<file path="src/quad_counter_pkg.sv">
// Purpose: shared constants and types for the quadrature and pulse counter
// Assumes: single 125 MHz clock, synchronous active-low reset
// Notes: no software registers; all control is by ports
package quad_counter_pkg;

    localparam int unsigned NUM_PULSE = 2;
    localparam int unsigned CNT_W = 32;
    localparam int unsigned SYNC_STAGES = 2;

    // counting resolution settings
    localparam logic [1:0] RES_SINGLE = 2'h0;
    localparam logic [1:0] RES_DOUBLE = 2'h1;
    localparam logic [1:0] RES_QUAD = 2'h2;

    localparam logic [CNT_W-1:0] CNT_RESET = 32'h00000000;
    localparam logic [1:0] RES_RESET = 2'h0;
    localparam logic DIR_RESET = 1'h1;

    // quadrature results carried together
    typedef struct packed {
        logic [CNT_W-1:0] position;
        logic [CNT_W-1:0] forwardTotal;
        logic [CNT_W-1:0] reverseTotal;
        logic clockwise;
    } quad_result_t;

endpackage

</file>
<file path="src/quadrature_pulse_counter.sv">
// Purpose: quadrature decoder with per-direction totals and scan pulse accumulators
// Assumes: encoder phases and pulse inputs are asynchronous pins
// Notes: outputs all come from flip-flops; snapshot appears one cycle after scanStart
//        an edge on the scanStart cycle opens the new interval, never the old one
//        resolution changes only while clearCounts is high
//        encoder phases must dwell one cycle or a step may be lost
//
// Summary of operation
// RULE1 - count up A leads, down B leads
// RULE2 - report clockwise A leads, counterclockwise otherwise
// RULE3 - keep separate unsigned per-direction totals
// RULE4 - single: A rise up, A fall down
// RULE5 - double: both A edges change count
// RULE6 - quadruple: every edge of both phases
// RULE7 - dedicated 32-bit accumulator per pulse input
// RULE8 - scan start samples then clears atomically
// RULE9 - host keeps scans short enough, wrap allowed
// RULE10 - accumulator resolves one single count
// RULE11 - two flip-flop sync before any decoding
// RULE12 - two-bit resolution, applied on clear only
module quadrature_pulse_counter
    import quad_counter_pkg::*;
(
    // clock and reset
    input wire logic clock,
    input wire logic reset_n,
    // encoder pins
    input wire logic phaseA,
    input wire logic phaseB,
    // pulse pins
    input wire logic [NUM_PULSE-1:0] pulseIn,
    // control
    input wire logic [1:0] resolutionSel,
    input wire logic clearCounts,
    input wire logic scanStart,
    // results
    output quad_result_t quadResult,
    output logic [NUM_PULSE*CNT_W-1:0] pulseSnapshot,
    output logic snapshotValid
);

    // -------------------------------------------------------------
    // synchronisers
    // -------------------------------------------------------------
    logic [NUM_PULSE+1:0] syncFirst_reg;
    logic [NUM_PULSE+1:0] syncSecond_reg;
    logic [NUM_PULSE+1:0] syncLast_reg;

    // first stage is read only by the second stage; a pin change reaches
    // the counters on the third edge, so pulses under one cycle may be missed
    always_ff @(posedge clock) begin
        if (!reset_n) begin
            syncFirst_reg <= '0;
            syncSecond_reg <= '0;
            syncLast_reg <= '0;
        end else begin
            syncFirst_reg <= {pulseIn, phaseB, phaseA}; // [RULE11]
            syncSecond_reg <= syncFirst_reg; // [RULE11]
            syncLast_reg <= syncSecond_reg;
        end
    end

    // settled phases and their values one cycle earlier
    logic aNow, bNow, aOld, bOld;
    assign aNow = syncSecond_reg[0];
    assign bNow = syncSecond_reg[1];
    assign aOld = syncLast_reg[0];
    assign bOld = syncLast_reg[1];

    // -------------------------------------------------------------
    // helpers
    // -------------------------------------------------------------

    // phases unequal after an A edge means A moved first
    function automatic logic phases_differ(input logic a, input logic b);
        return a ^ b;
    endfunction

    // one count up; wraps at the top, which the host must avoid
    function automatic logic [CNT_W-1:0] count_up(input logic [CNT_W-1:0] value);
        return value + 32'h00000001;
    endfunction

    // one count down for the signed position
    function automatic logic [CNT_W-1:0] count_down(input logic [CNT_W-1:0] value);
        return value - 32'h00000001;
    endfunction

    // code 3 has no mode of its own and falls back to single
    function automatic logic [1:0] legal_res(input logic [1:0] sel);
        return (sel == 2'h3) ? RES_SINGLE : sel;
    endfunction

    // -------------------------------------------------------------
    // quadrature decode
    // -------------------------------------------------------------
    logic [1:0] activeRes_reg;

    // resolution latched only on clear so counts never mix scales;
    // a setting moved between clears is ignored until the next one
    always_ff @(posedge clock) begin
        if (!reset_n) begin
            activeRes_reg <= RES_RESET;
        end else if (clearCounts) begin
            activeRes_reg <= legal_res(resolutionSel); // [RULE12]
        end
    end

    logic aRise, aFall, aEdge, bEdge, phasesApart;
    logic stepUp, stepDown;

    // direction from which phase changed relative to the other:
    // a-edge with a!=b after means A leads; b-edge with a==b after means A leads
    always_comb begin
        aRise = aNow & ~aOld;
        aFall = ~aNow & aOld;
        aEdge = aRise | aFall;
        bEdge = bNow ^ bOld;
        phasesApart = phases_differ(aNow, bNow);
        stepUp = 1'b0;
        stepDown = 1'b0;
        unique case (activeRes_reg)
            RES_DOUBLE: begin
                // edges of B never move the count here
                stepUp = aEdge & ~bEdge & phasesApart; // [RULE5]
                stepDown = aEdge & ~bEdge & ~phasesApart; // [RULE5]
            end
            RES_QUAD: begin
                // both phases at once is an illegal jump and is dropped
                stepUp = (aEdge ^ bEdge) & ((aEdge & phasesApart) |
                         (bEdge & ~phasesApart)); // [RULE6]
                stepDown = (aEdge ^ bEdge) & ((aEdge & ~phasesApart) |
                           (bEdge & phasesApart)); // [RULE6]
            end
            default: begin
                stepUp = aRise & ~bEdge & ~bNow; // [RULE4]
                stepDown = aFall & ~bEdge & ~bNow; // [RULE4]
            end
        endcase
    end

    // -------------------------------------------------------------
    // position, totals and direction
    // -------------------------------------------------------------
    logic [CNT_W-1:0] position_reg;
    logic [CNT_W-1:0] forwardTotal_reg;
    logic [CNT_W-1:0] reverseTotal_reg;
    logic clockwise_reg;

    // signed position; a clear beats a step in the same cycle
    always_ff @(posedge clock) begin
        if (!reset_n || clearCounts) begin
            position_reg <= CNT_RESET;
        end else if (stepUp) begin
            position_reg <= count_up(position_reg); // [RULE1]
        end else if (stepDown) begin
            position_reg <= count_down(position_reg); // [RULE1]
        end
    end

    // per-direction totals only grow, so shaft jitter shows in both
    always_ff @(posedge clock) begin
        if (!reset_n || clearCounts) begin
            forwardTotal_reg <= CNT_RESET;
            reverseTotal_reg <= CNT_RESET;
        end else if (stepUp) begin
            forwardTotal_reg <= count_up(forwardTotal_reg); // [RULE3]
        end else if (stepDown) begin
            reverseTotal_reg <= count_up(reverseTotal_reg); // [RULE3]
        end
    end

    // net direction follows the last counted step
    always_ff @(posedge clock) begin
        if (!reset_n || clearCounts) begin
            clockwise_reg <= DIR_RESET;
        end else if (stepUp) begin
            clockwise_reg <= 1'b1; // [RULE2]
        end else if (stepDown) begin
            clockwise_reg <= 1'b0; // [RULE2]
        end
    end

    // the port is a plain repack of flops with no logic in between
    assign quadResult = {position_reg, forwardTotal_reg, reverseTotal_reg, clockwise_reg};

    // -------------------------------------------------------------
    // pulse accumulators
    // -------------------------------------------------------------
    logic [CNT_W-1:0] pulseAcc_reg [NUM_PULSE];
    logic [NUM_PULSE-1:0] pulseRise;

    // only rising edges count; falls are ignored
    assign pulseRise = syncSecond_reg[NUM_PULSE+1:2] & ~syncLast_reg[NUM_PULSE+1:2];

    // on scan start the edge of that cycle seeds the new interval, so none is lost;
    // overflow wraps silently, the host must keep scans short
    always_ff @(posedge clock) begin
        for (int i = 0; i < NUM_PULSE; i++) begin
            if (!reset_n) begin
                pulseAcc_reg[i] <= CNT_RESET;
            end else if (scanStart) begin
                pulseAcc_reg[i] <= {31'h00000000, pulseRise[i]}; // [RULE8]
            end else if (pulseRise[i]) begin
                pulseAcc_reg[i] <= count_up(pulseAcc_reg[i]); // [RULE7] [RULE10] [RULE9]
            end
        end
    end

    // snapshot taken in the same cycle as the clear;
    // it holds until the next scan so a slow reader still sees it
    always_ff @(posedge clock) begin
        if (!reset_n) begin
            pulseSnapshot <= '0;
            snapshotValid <= 1'b0;
        end else begin
            snapshotValid <= scanStart;
            if (scanStart) begin
                for (int i = 0; i < NUM_PULSE; i++) begin
                    pulseSnapshot[i*CNT_W +: CNT_W] <= pulseAcc_reg[i]; // [RULE8]
                end
            end
        end
    end

endmodule

</file>
<file path="config.mk">
export PLATFORM = sky130hd
export DESIGN_NAME = quadrature_pulse_counter
export DESIGN_NICKNAME = d
export VERILOG_FILES = /design/src/quad_counter_pkg.sv /design/src/quadrature_pulse_counter.sv
export SDC_FILE = /design/constraint.sdc
export NUM_CORES = 1
export LEC_CHECK = 0
export BUFFER_PORTS_ARGS = -buffer_cell sky130_fd_sc_hd__buf_4
export CORE_MARGIN = 1.5
export CORE_UTILIZATION = 58
export DETAILED_ROUTE_END_ITERATION = 7
export PLACE_DENSITY = 0.8
export SYNTH_ARGS = -nofsm -noshare
export SYNTH_HDL_FRONTEND = slang
export SYNTH_SLANG_ARGS = --single-unit
</file>
<file path="constraint.sdc">
create_clock -name clock -period 5.65 [get_ports clock]
set_input_delay 0 -clock clock [delete_from_list [all_inputs] [get_ports clock]]
set_output_delay 0 -clock clock [all_outputs]
set_load 0.005 [all_outputs]
</file>
Word level (Yosys, flattened, before mapping):

Memory sizes are Yosys's and may differ from the RTL's.
Index checks and enable logic that the tools add are counted.

* add/sub/neg operators: 6
* eq/ne operators: 3
* muxes and demuxes: 21
* bitwise operators: 33
* reductions and logical operators: 5

Operators by type and width (number)
* $mux 32: 6
* $add 32x1->32 const B: 5
* $sub 32x1->32 const B: 1
* $and 1x1->1: 15
* $mux 1: 12
* $or 1x1->1: 7
* $not 1->1: 6
* $eq 2x2->1 const B: 2
* $pmux 1 s2: 2
* $xor 1x1->1: 3
* $and 2x2->2: 1
* $eq 2x1->1 const B: 1
* $mux 2: 1
* $not 2->2: 1
* $reduce_and 2->1: 1
* $reduce_bool 2->1: 1
* $reduce_or 2->1: 1
* $logic_not 1->1: 1
* $logic_or 1x1->1: 1

* register bits after elaboration: 176
* memory bits (writable): 64
* output and inout bits: 162
* logic and storage cells: 79
* memories kept: 1

Memories
* pulseAcc_reg: depth 2, width 32, rd ports 2, clocked after Yosys merged registers in 0, write ports 2, RTL line quadrature_pulse_counter.sv:190 `logic [CNT_W-1:0] pulseAcc_reg [NUM_PULSE];`

Logic depth before layout (Yosys ltp):

Gate-level depths: netlist (run 1).

* depth after elaboration: 9
* depth in mapped cells: 20
* depth with buffers taken out: 17

Worst setup path before layout (run 1):

OpenSTA, ideal clock, no wires.

* path kind: register to register
* start: register syncSecond_reg[0]
* end: register position_reg[30]
* library setup time: 116 ps
* arrival time: 3980 ps
* path slack: 1554 ps
* stages on the path, launching flop included: 20
* path buffers: 2
* clock period less this slack: 4096 ps
* cells stage by stage: dfxtp_1 -> buf_6 -> inv_1 -> ha_1 -> inv_1 -> ha_1 -> and3_1 -> a211o_2 -> and2_4 -> buf_8 -> inv_6 -> ha_1 -> a211oi_2 -> o21ai_1 -> a2111oi_2 -> o31ai_1 -> nand4_1 -> a21oi_1 -> or3_1 -> a41o_1

* cells in the longest elaborated chain, start to end: 8
* elaborated cells between the ends (all ways): 26

Ends and longest elaborated chain
* start: declaration: RTL line quadrature_pulse_counter.sv:46 `logic [NUM_PULSE+1:0] syncSecond_reg;`
* start signal: assignment: RTL line quadrature_pulse_counter.sv:58 `syncSecond_reg <= syncFirst_reg;`
* $not 1->1: RTL line quadrature_pulse_counter.sv:116 `aFall = ~aNow & aOld;`
* $and 1x1->1: RTL line quadrature_pulse_counter.sv:116
* $or 1x1->1: RTL line quadrature_pulse_counter.sv:117 `aEdge = aRise | aFall;`
* $and 1x1->1 (on tied branches): RTL line quadrature_pulse_counter.sv:130, quadrature_pulse_counter.sv:132
* $or 1x1->1 (on tied branches): RTL line quadrature_pulse_counter.sv:130, quadrature_pulse_counter.sv:132
* $and 1x1->1 (on tied branches): RTL line quadrature_pulse_counter.sv:130, quadrature_pulse_counter.sv:132
* $pmux 1 s2: RTL line quadrature_pulse_counter.sv:122 `unique case (activeRes_reg)`
* $mux 32 or $reduce_bool 2->1 (tied branches)
* end signal: assignment: RTL line quadrature_pulse_counter.sv:155 `position_reg <= count_up(position_reg);`
* end signal: assignment: RTL line quadrature_pulse_counter.sv:157 `position_reg <= count_down(position_reg);`
* end: declaration: RTL line quadrature_pulse_counter.sv:145 `logic [CNT_W-1:0] position_reg;`

Several ways; a longest one is shown, not always the timed one.
A chain may end at the register's enable or synchronous reset.

Worst setup path after layout (run 1):

Same ends and word-level chain as after synthesis.

==> impl_metrics.json, run 1 <==
{
  "crit_fanout": 39,
  "ir_drop_mv": 0.235,
  "crit_path_max_incr_delay_ps": 560,
  "clkTransAtPathRegs_ps": 60,
  "ant_nets": 0,
  "num_rows": 52,
  "ioPinCount": 172,
  "slew-limit-headroom_pct": 28.3,
  "n_fill_cell": 1537,
  "hp-class": "primary input to register",
  "wl_met3_mm": 1.17,
  "hpwl_mm": 16.9,
  "insertion_delay_ps": 520,
  "slew_viol_final": 0,
  "synthFlopType": "dfxtp_1",
  "syn_nets": 1303,
  "grt_max_degree": 91,
  "min-delay-start": "reset_n",
  "synth-simple-area-share_pct": 22.8,
  "wl_met2_mm": 12.1,
  "drive_gt1_share_pct": 16.8,
  "synth_enable_flop_cells": 64,
  "gp_congestion": 0.892,
  "grt_overflow_total": 0,
  "path_common_cell": "ha_1",
  "fmax_mhz": 211,
  "yosysUniqueCellTypes": 64,
  "core-area_sq_um": 20100,
  "port_buffers": 171,
  "hold_buffers": 9,
  "worstPathArrival_ps": 5150,
  "cts_root_buf": "clkbuf_16",
  "hold_slack_ps": 75.9,
  "drc": 0,
  "grt_pass1_wl_mm": 42.4,
  "grt.total_usage_pct": 23.5,
  "cts_made_buffers": 26,
  "nets": 1461,
  "cts_buffer_depth": 3,
  "htreeDepth": 1,
  "wl_mm": 25.7,
  "drt_iter0_drc": 450,
  "r2r-start": "syncSecond_reg[0]$_SDFF_PN0_",
  "seq_area_frac_synth_pct": 46.1,
  "grt_pass1_vias": 8744,
  "drv_cap": 0,
  "top_layer": "met4",
  "area_growth_pct": 20.3,
  "critPathLaunch": "syncSecond_reg[0]$_SDFF_PN0_",
  "setup_violations": 0,
  "synth-xor-area-share_pct": 9.85,
  "vias": 9387,
  "cp-end-kind": "register",
  "ys_warn_count": 0,
  "antenna_found_initial": 1,
  "path_class": "register to register",
  "dieWidth_um": 146,
  "avgSynthCellArea_sq_um": 9.44,
  "synth_common_cells": "dfxtp_1, nor2_1, nand2_1, xor2_1, nor2b_1",
  "post-route-min-period_ps": 4750,
  "synth.area.mux_share_pct": 5.68,
  "wl_per_cell_um": 15.1,
  "fin_area_sq_um": 14200,
  "cp_slowest_cell": "a2111oi_2",
  "start_util_pct": 58.8,
  "ys_async_sr_fraction_pct": 0,
  "synth-seq-cells": 240,
  "synth_top_family_by_area": "simple AND/OR/NAND/NOR gates",
  "leakagePower_uw": 0.00579,
  "worstMarginPinSlew_ps": 1080,
  "synth.area.top_cells": "dfxtp_1, edfxtp_1, mux2i_1, xor2_1, nor2_1",
  "skew_ps": 16.6,
  "synthAdderAreaFrac_pct": 4.30,
  "syn_area_sq_um": 11800,
  "crit_chain": "inv_1 -> ha_1 -> inv_1 -> ha_1 -> and3_1 -> a211o_2 -> and2_4 -> inv_6 -> ha_1 -> a211oi_2 -> o21ai_1 -> a2111oi_2 -> o31ai_1 -> nand4_1 -> a21oi_1 -> or3_1 -> a41o_1",
  "p_per_area_nw_per_um2": 304,
  "syn_inst": 1253,
  "rsz0062_at_grt": "no",
  "dr.pass1.iters": 4,
  "synth.most_common_cell": "dfxtp_1",
  "report.final.hold_viol_count": 0,
  "post_cts_buffers": 0,
  "startpoint_type": "register",
  "die_area_sq_um": 21300,
  "post_cts_resized": 0,
  "status": "complete, no violations",
  "die_h_um": 146,
  "dpl_cell_area_sq_um": 13300,
  "via_per_inst": 5.52,
  "cp.required_ps": 6060,
  "setup_tns_ps": 0,
  "clock_sinks": 240,
  "yosysTopAreaCell": "dfxtp_1",
  "timing.final.crit_share_pct": 84.0,
  "wl_met1_mm": 11.7,
  "synth_top_area_share_pct": 29.8,
  "tritoncts": "yes",
  "synth_compound_area_share_pct": 8.50
}
## final timing paths
kind                                          to  slack, ps  cells after the start
setup / recovery   position_reg[30]$_SDFFE_PP0P_        900                     17
hold / removal    pulseSnapshot[29]$_SDFFE_PN0P_         80                      2
setup reg to reg   position_reg[30]$_SDFFE_PP0P_        900                     17
hold reg to reg     syncSecond_reg[0]$_SDFF_PN0_        440                      1
## worst max-delay path: cells and delay by family, from the launching register on
kind	cells	cell delay [ps]
AO/OA/AOI/OAI	7	1920
adder cells (fa/ha/maj)	3	890
buffers and inverters	3	440
flip-flops	1	470
AND/OR/NAND/NOR	4	910
## power by group
part	internal, uW	leakage (uW)	total [uW]	switching [uW]
registers	1830	0.00215	1900	63.9
logic	323	0.00321	723	400
clock network	1030	0.000435	1710	681
total	3190	0.00579	4330	1140
## placed cells by master (no fill, tap or decap), drive strengths merged, types with 9 or more instances in the layout
cell / instances
a21oi: 62
nand4: 22
ha: 39
o21ai: 42
xor2: 75
xnor2: 58
a21o: 11
dlygate4sd3: 9
or3: 23
clkinv: 9
mux2i: 66
nor2: 142
a211oi: 11
and3: 41
nor2b: 71
and4: 9
and2: 24
nor3: 22
inv: 22
dfxtp: 176
clkbuf: 35
buf: 177
nand3: 55
nand2: 108
edfxtp: 64
## metal layers
metal | vias to the layer above | GRT usage, %
met5 | - | 0
met2 | 232 | 39.2
li1 | 4661 | -
met3 | 45 | 3.23
met1 | 4449 | 31.9
met4 | 0 | 7.04
## final cells by class
cell class	instances	area, sq um	area share [%]
clock buffer	35	757	5.32
timing repair buffer	186	1420	9.97
inverter	21	83.8	0.589
antenna	1	2.50	0.0176
tap	270	338	2.37
multi-input combinational	936	6060	42.6
sequential	240	5450	38.3
clock inverter	13	119	0.836
## cells by family (layout without fill, tap and decap cells)
kind of cell / after synthesis / after routing
flops: 240 / 240
mux: 67 / 67
buf+inv: 77 / 255
xor+xnor: 133 / 133
fa+ha+maj: 40 / 40
compound gates: 161 / 161
simple gates: 535 / 535
other cells: 0 / 1
## per-stage QoR
stage	total power (uW)	std cells	utilization (%)	setup slack, ps
floorplan	2450	1253	-	1550
finish	4330	1702	70.8	904
CTS	4360	1701	70.7	952
global placement	2620	1644	65.9	1210
global route	4510	1702	70.8	571
detailed placement	2640	1644	65.9	982
(Power assumes the default switching activity.)
==> inputs of run 2 (changes only) <==
- ABC_AREA: unset -> 1
- CORE_UTILIZATION: 58 -> 53
- PLACE_DENSITY: 0.8 -> 0.76
- clock period: 5.65 -> 4.2 ns (I/O delays scaled with it)
==> impl_metrics.json, run 2 <==
{
  "status": "complete, no violations",
  "die_h_um": 163,
  "critPathLaunch": "syncSecond_reg[0]$_SDFF_PN0_",
  "drt_iter0_drc": 1044,
  "insertion_delay_ps": 550,
  "report.final.hold_viol_count": 0,
  "ys_warn_count": 0,
  "path_class": "register to register",
  "final_common_cell": "nand2_1",
  "synth_top_area_share_pct": 26.1,
  "synth.area.top_cells": "dfxtp_1, nand2_1, edfxtp_1, inv_1, a21oi_1",
  "syn_nets": 1978,
  "timing.final.crit_share_pct": 90.5,
  "slew-limit-headroom_pct": 35.1,
  "drive_gt1_share_pct": 12.1,
  "avgSynthCellArea_sq_um": 7.01,
  "dp_cells": 2388,
  "port_buffers": 171,
  "post_cts_buffers": 0,
  "grt_overflow_total": 0,
  "p_per_area_nw_per_um2": 377,
  "grt.total_usage_pct": 26.6,
  "ant_nets": 0,
  "synth-seq-cells": 240,
  "vias": 12884,
  "grt_pass1_vias": 11976,
  "wl_met1_mm": 16.6,
  "clkTransAtPathRegs_ps": 60,
  "dr.pass1.iters": 5,
  "clock_sinks": 240,
  "dieWidth_um": 163,
  "worstMarginPinSlew_ps": 971,
  "fin_cells": 2452,
  "drv_cap": 0,
  "grt_max_degree": 67,
  "startpoint_type": "register",
  "area_growth_pct": 18.6,
  "core-area_sq_um": 25100,
  "setup_tns_ps": 0,
  "cts_root_buf": "clkbuf_16",
  "grt_pass1_wl_mm": 58.2,
  "drc": 0,
  "hpwl_mm": 26.2,
  "wl_per_cell_um": 14.5,
  "cts_buffer_depth": 3,
  "hp-class": "primary input to register",
  "fmax_mhz": 263,
  "top_layer": "met4",
  "htreeDepth": 1,
  "cts_made_buffers": 27,
  "rsz0062_at_grt": "no",
  "skew_ps": 10.6,
  "cp-end-kind": "register",
  "hold_depth": 5,
  "yosysUniqueCellTypes": 49,
  "syn_inst": 1928,
  "syn_area_sq_um": 13500,
  "worst_r2r_endpoint": "position_reg[29]$_SDFFE_PP0P_",
  "rr_worst_depth": 19,
  "n_antenna_cell": 0,
  "wl_met2_mm": 15.8,
  "leakagePower_uw": 0.00695,
  "holdPathEnd": "activeRes_reg[1]$_SDFFE_PN0P_",
  "synth_common_cells": "nand2_1, inv_1, dfxtp_1, nor2_1, a21oi_1",
  "die_area_sq_um": 26500,
  "tritoncts": "yes",
  "final_cell_mix": "nand2_1, inv_1, buf_4",
  "synth.most_common_cell": "nand2_1",
  "via_per_inst": 5.25,
  "slew_viol_final": 0,
  "seq_area_frac_synth_pct": 40.3,
  "synth_enable_flop_cells": 64,
  "r2r_setup_slack_ps": 400,
  "r2r-start": "syncSecond_reg[0]$_SDFF_PN0_",
  "wl_met3_mm": 2.36,
  "setup_violations": 0,
  "ys_async_sr_fraction_pct": 0,
  "ioPinCount": 172,
  "post-route-min-period_ps": 3800,
  "gp_congestion": 0.962,
  "num_rows": 58,
  "crit_fanout": 41,
  "yosysTopAreaCell": "dfxtp_1",
  "nets": 2151,
  "min-delay-start": "resolutionSel[0]",
  "synthFlopType": "dfxtp_1",
  "start_util_pct": 53.8,
  "fin_util_pct": 63.8,
  "wl_mm": 35.5,
  "worstPathArrival_ps": 4240,
  "antenna_found_initial": 0,
  "ir_drop_mv": 0.268,
  "cp.required_ps": 4640
}
[run 2: cell types whose count changed in the layout (fill, tap and decap cells not counted), moves of 19 or more]
| cell | before | now |
|---|---|---|
| o21ai_0 | 39 | 133 |
| mux2i_1 | 66 | 0 |
| inv_1 | 20 | 252 |
| a21oi_1 | 62 | 151 |
| and3_1 | 41 | 2 |
| nor2b_1 | 71 | 0 |
| nor3_1 | 20 | 65 |
| nand3_1 | 54 | 82 |
| and2_1 | 23 | 4 |
| nand2_1 | 108 | 560 |
| or3_1 | 22 | 0 |
| xnor2_1 | 58 | 33 |
| xor2_1 | 75 | 30 |
[run 2: cell type report]
cell class,count,area (sq um)
fill,2368,9080
clock inverter,7,52.6
timing repair buffer,193,1480
inverter,255,957
tap,330,413
sequential,240,5450
clock buffer,43,786
multi-input combinational,1384,6890
[run 2: kinds of logic after synthesis]
| kind of cell | share of synthesized area, % |
|---|---|
| buf+inv | 8.77 |
| fa+ha+maj | 3.76 |
| simple gates | 30.6 |
| xor+xnor | 4.08 |
| flops | 40.3 |
| compound gates | 12.5 |
[run 2: timing repair]
| item | in CTS | in global routing |
|---|---|---|
| endpoints found under the hold margin | 15 | 0 |
| hold buffers | 14 | 0 |
| resized for setup | 0 | 0 |
[run 2: power breakdown]
group / internal [uW] / leakage [uW] / total, uW / switching (uW)
registers: 2470 / 0.00215 / 2550 / 81.2
logic: 434 / 0.00439 / 1250 / 814
clock network: 1280 / 0.000413 / 2240 / 960
total: 4180 / 0.00695 / 6040 / 1850
[run 2: through the flow]
step,worst slack [ps],hold WS (ps),cell area (sq um),total power [uW]
final,398,266,16000,6040
after global routing,21.6,302,16000,6360
after CTS,422,230,16000,6090
after detailed placement,439,191,15000,3820
after global placement,529,182,15000,3810
after floorplan,808,89.4,13500,3480
[run 2: per-layer routing]
layer	global-route usage [%]	vias to the layer above
met2	43.1	342
li1	-	6617
met1	36.9	5865
met5	0	-
met3	4.25	60
met4	6.92	0
[run 2: worst max path at each step]
stage,end,slack [ps],cells past startpoint
global route,position_reg[29]$_SDFFE_PP0P_,20,19
floorplan,position_reg[29]$_SDFFE_PP0P_,810,22
detailed placement,position_reg[29]$_SDFFE_PP0P_,440,19
finish,position_reg[29]$_SDFFE_PP0P_,400,19
CTS,position_reg[29]$_SDFFE_PP0P_,420,19
global placement,position_reg[29]$_SDFFE_PP0P_,530,19
[run 2: critical path: stages, from the launching register on]
cell and delay, ps:
dfxtp_1 390, inv_1 90, ha_1 320, inv_1 50
ha_1 260, nor2_1 170, nand3_2 130, nand2_1 120
nand2_4 330, ha_1 550, or2_2 150, nand2_1 70
o21ai_0 320, nand2_1 110, nand2_1 220, nand2_1 100
nand3_1 90, nand3_1 80, nand2_1 80, inv_1 30
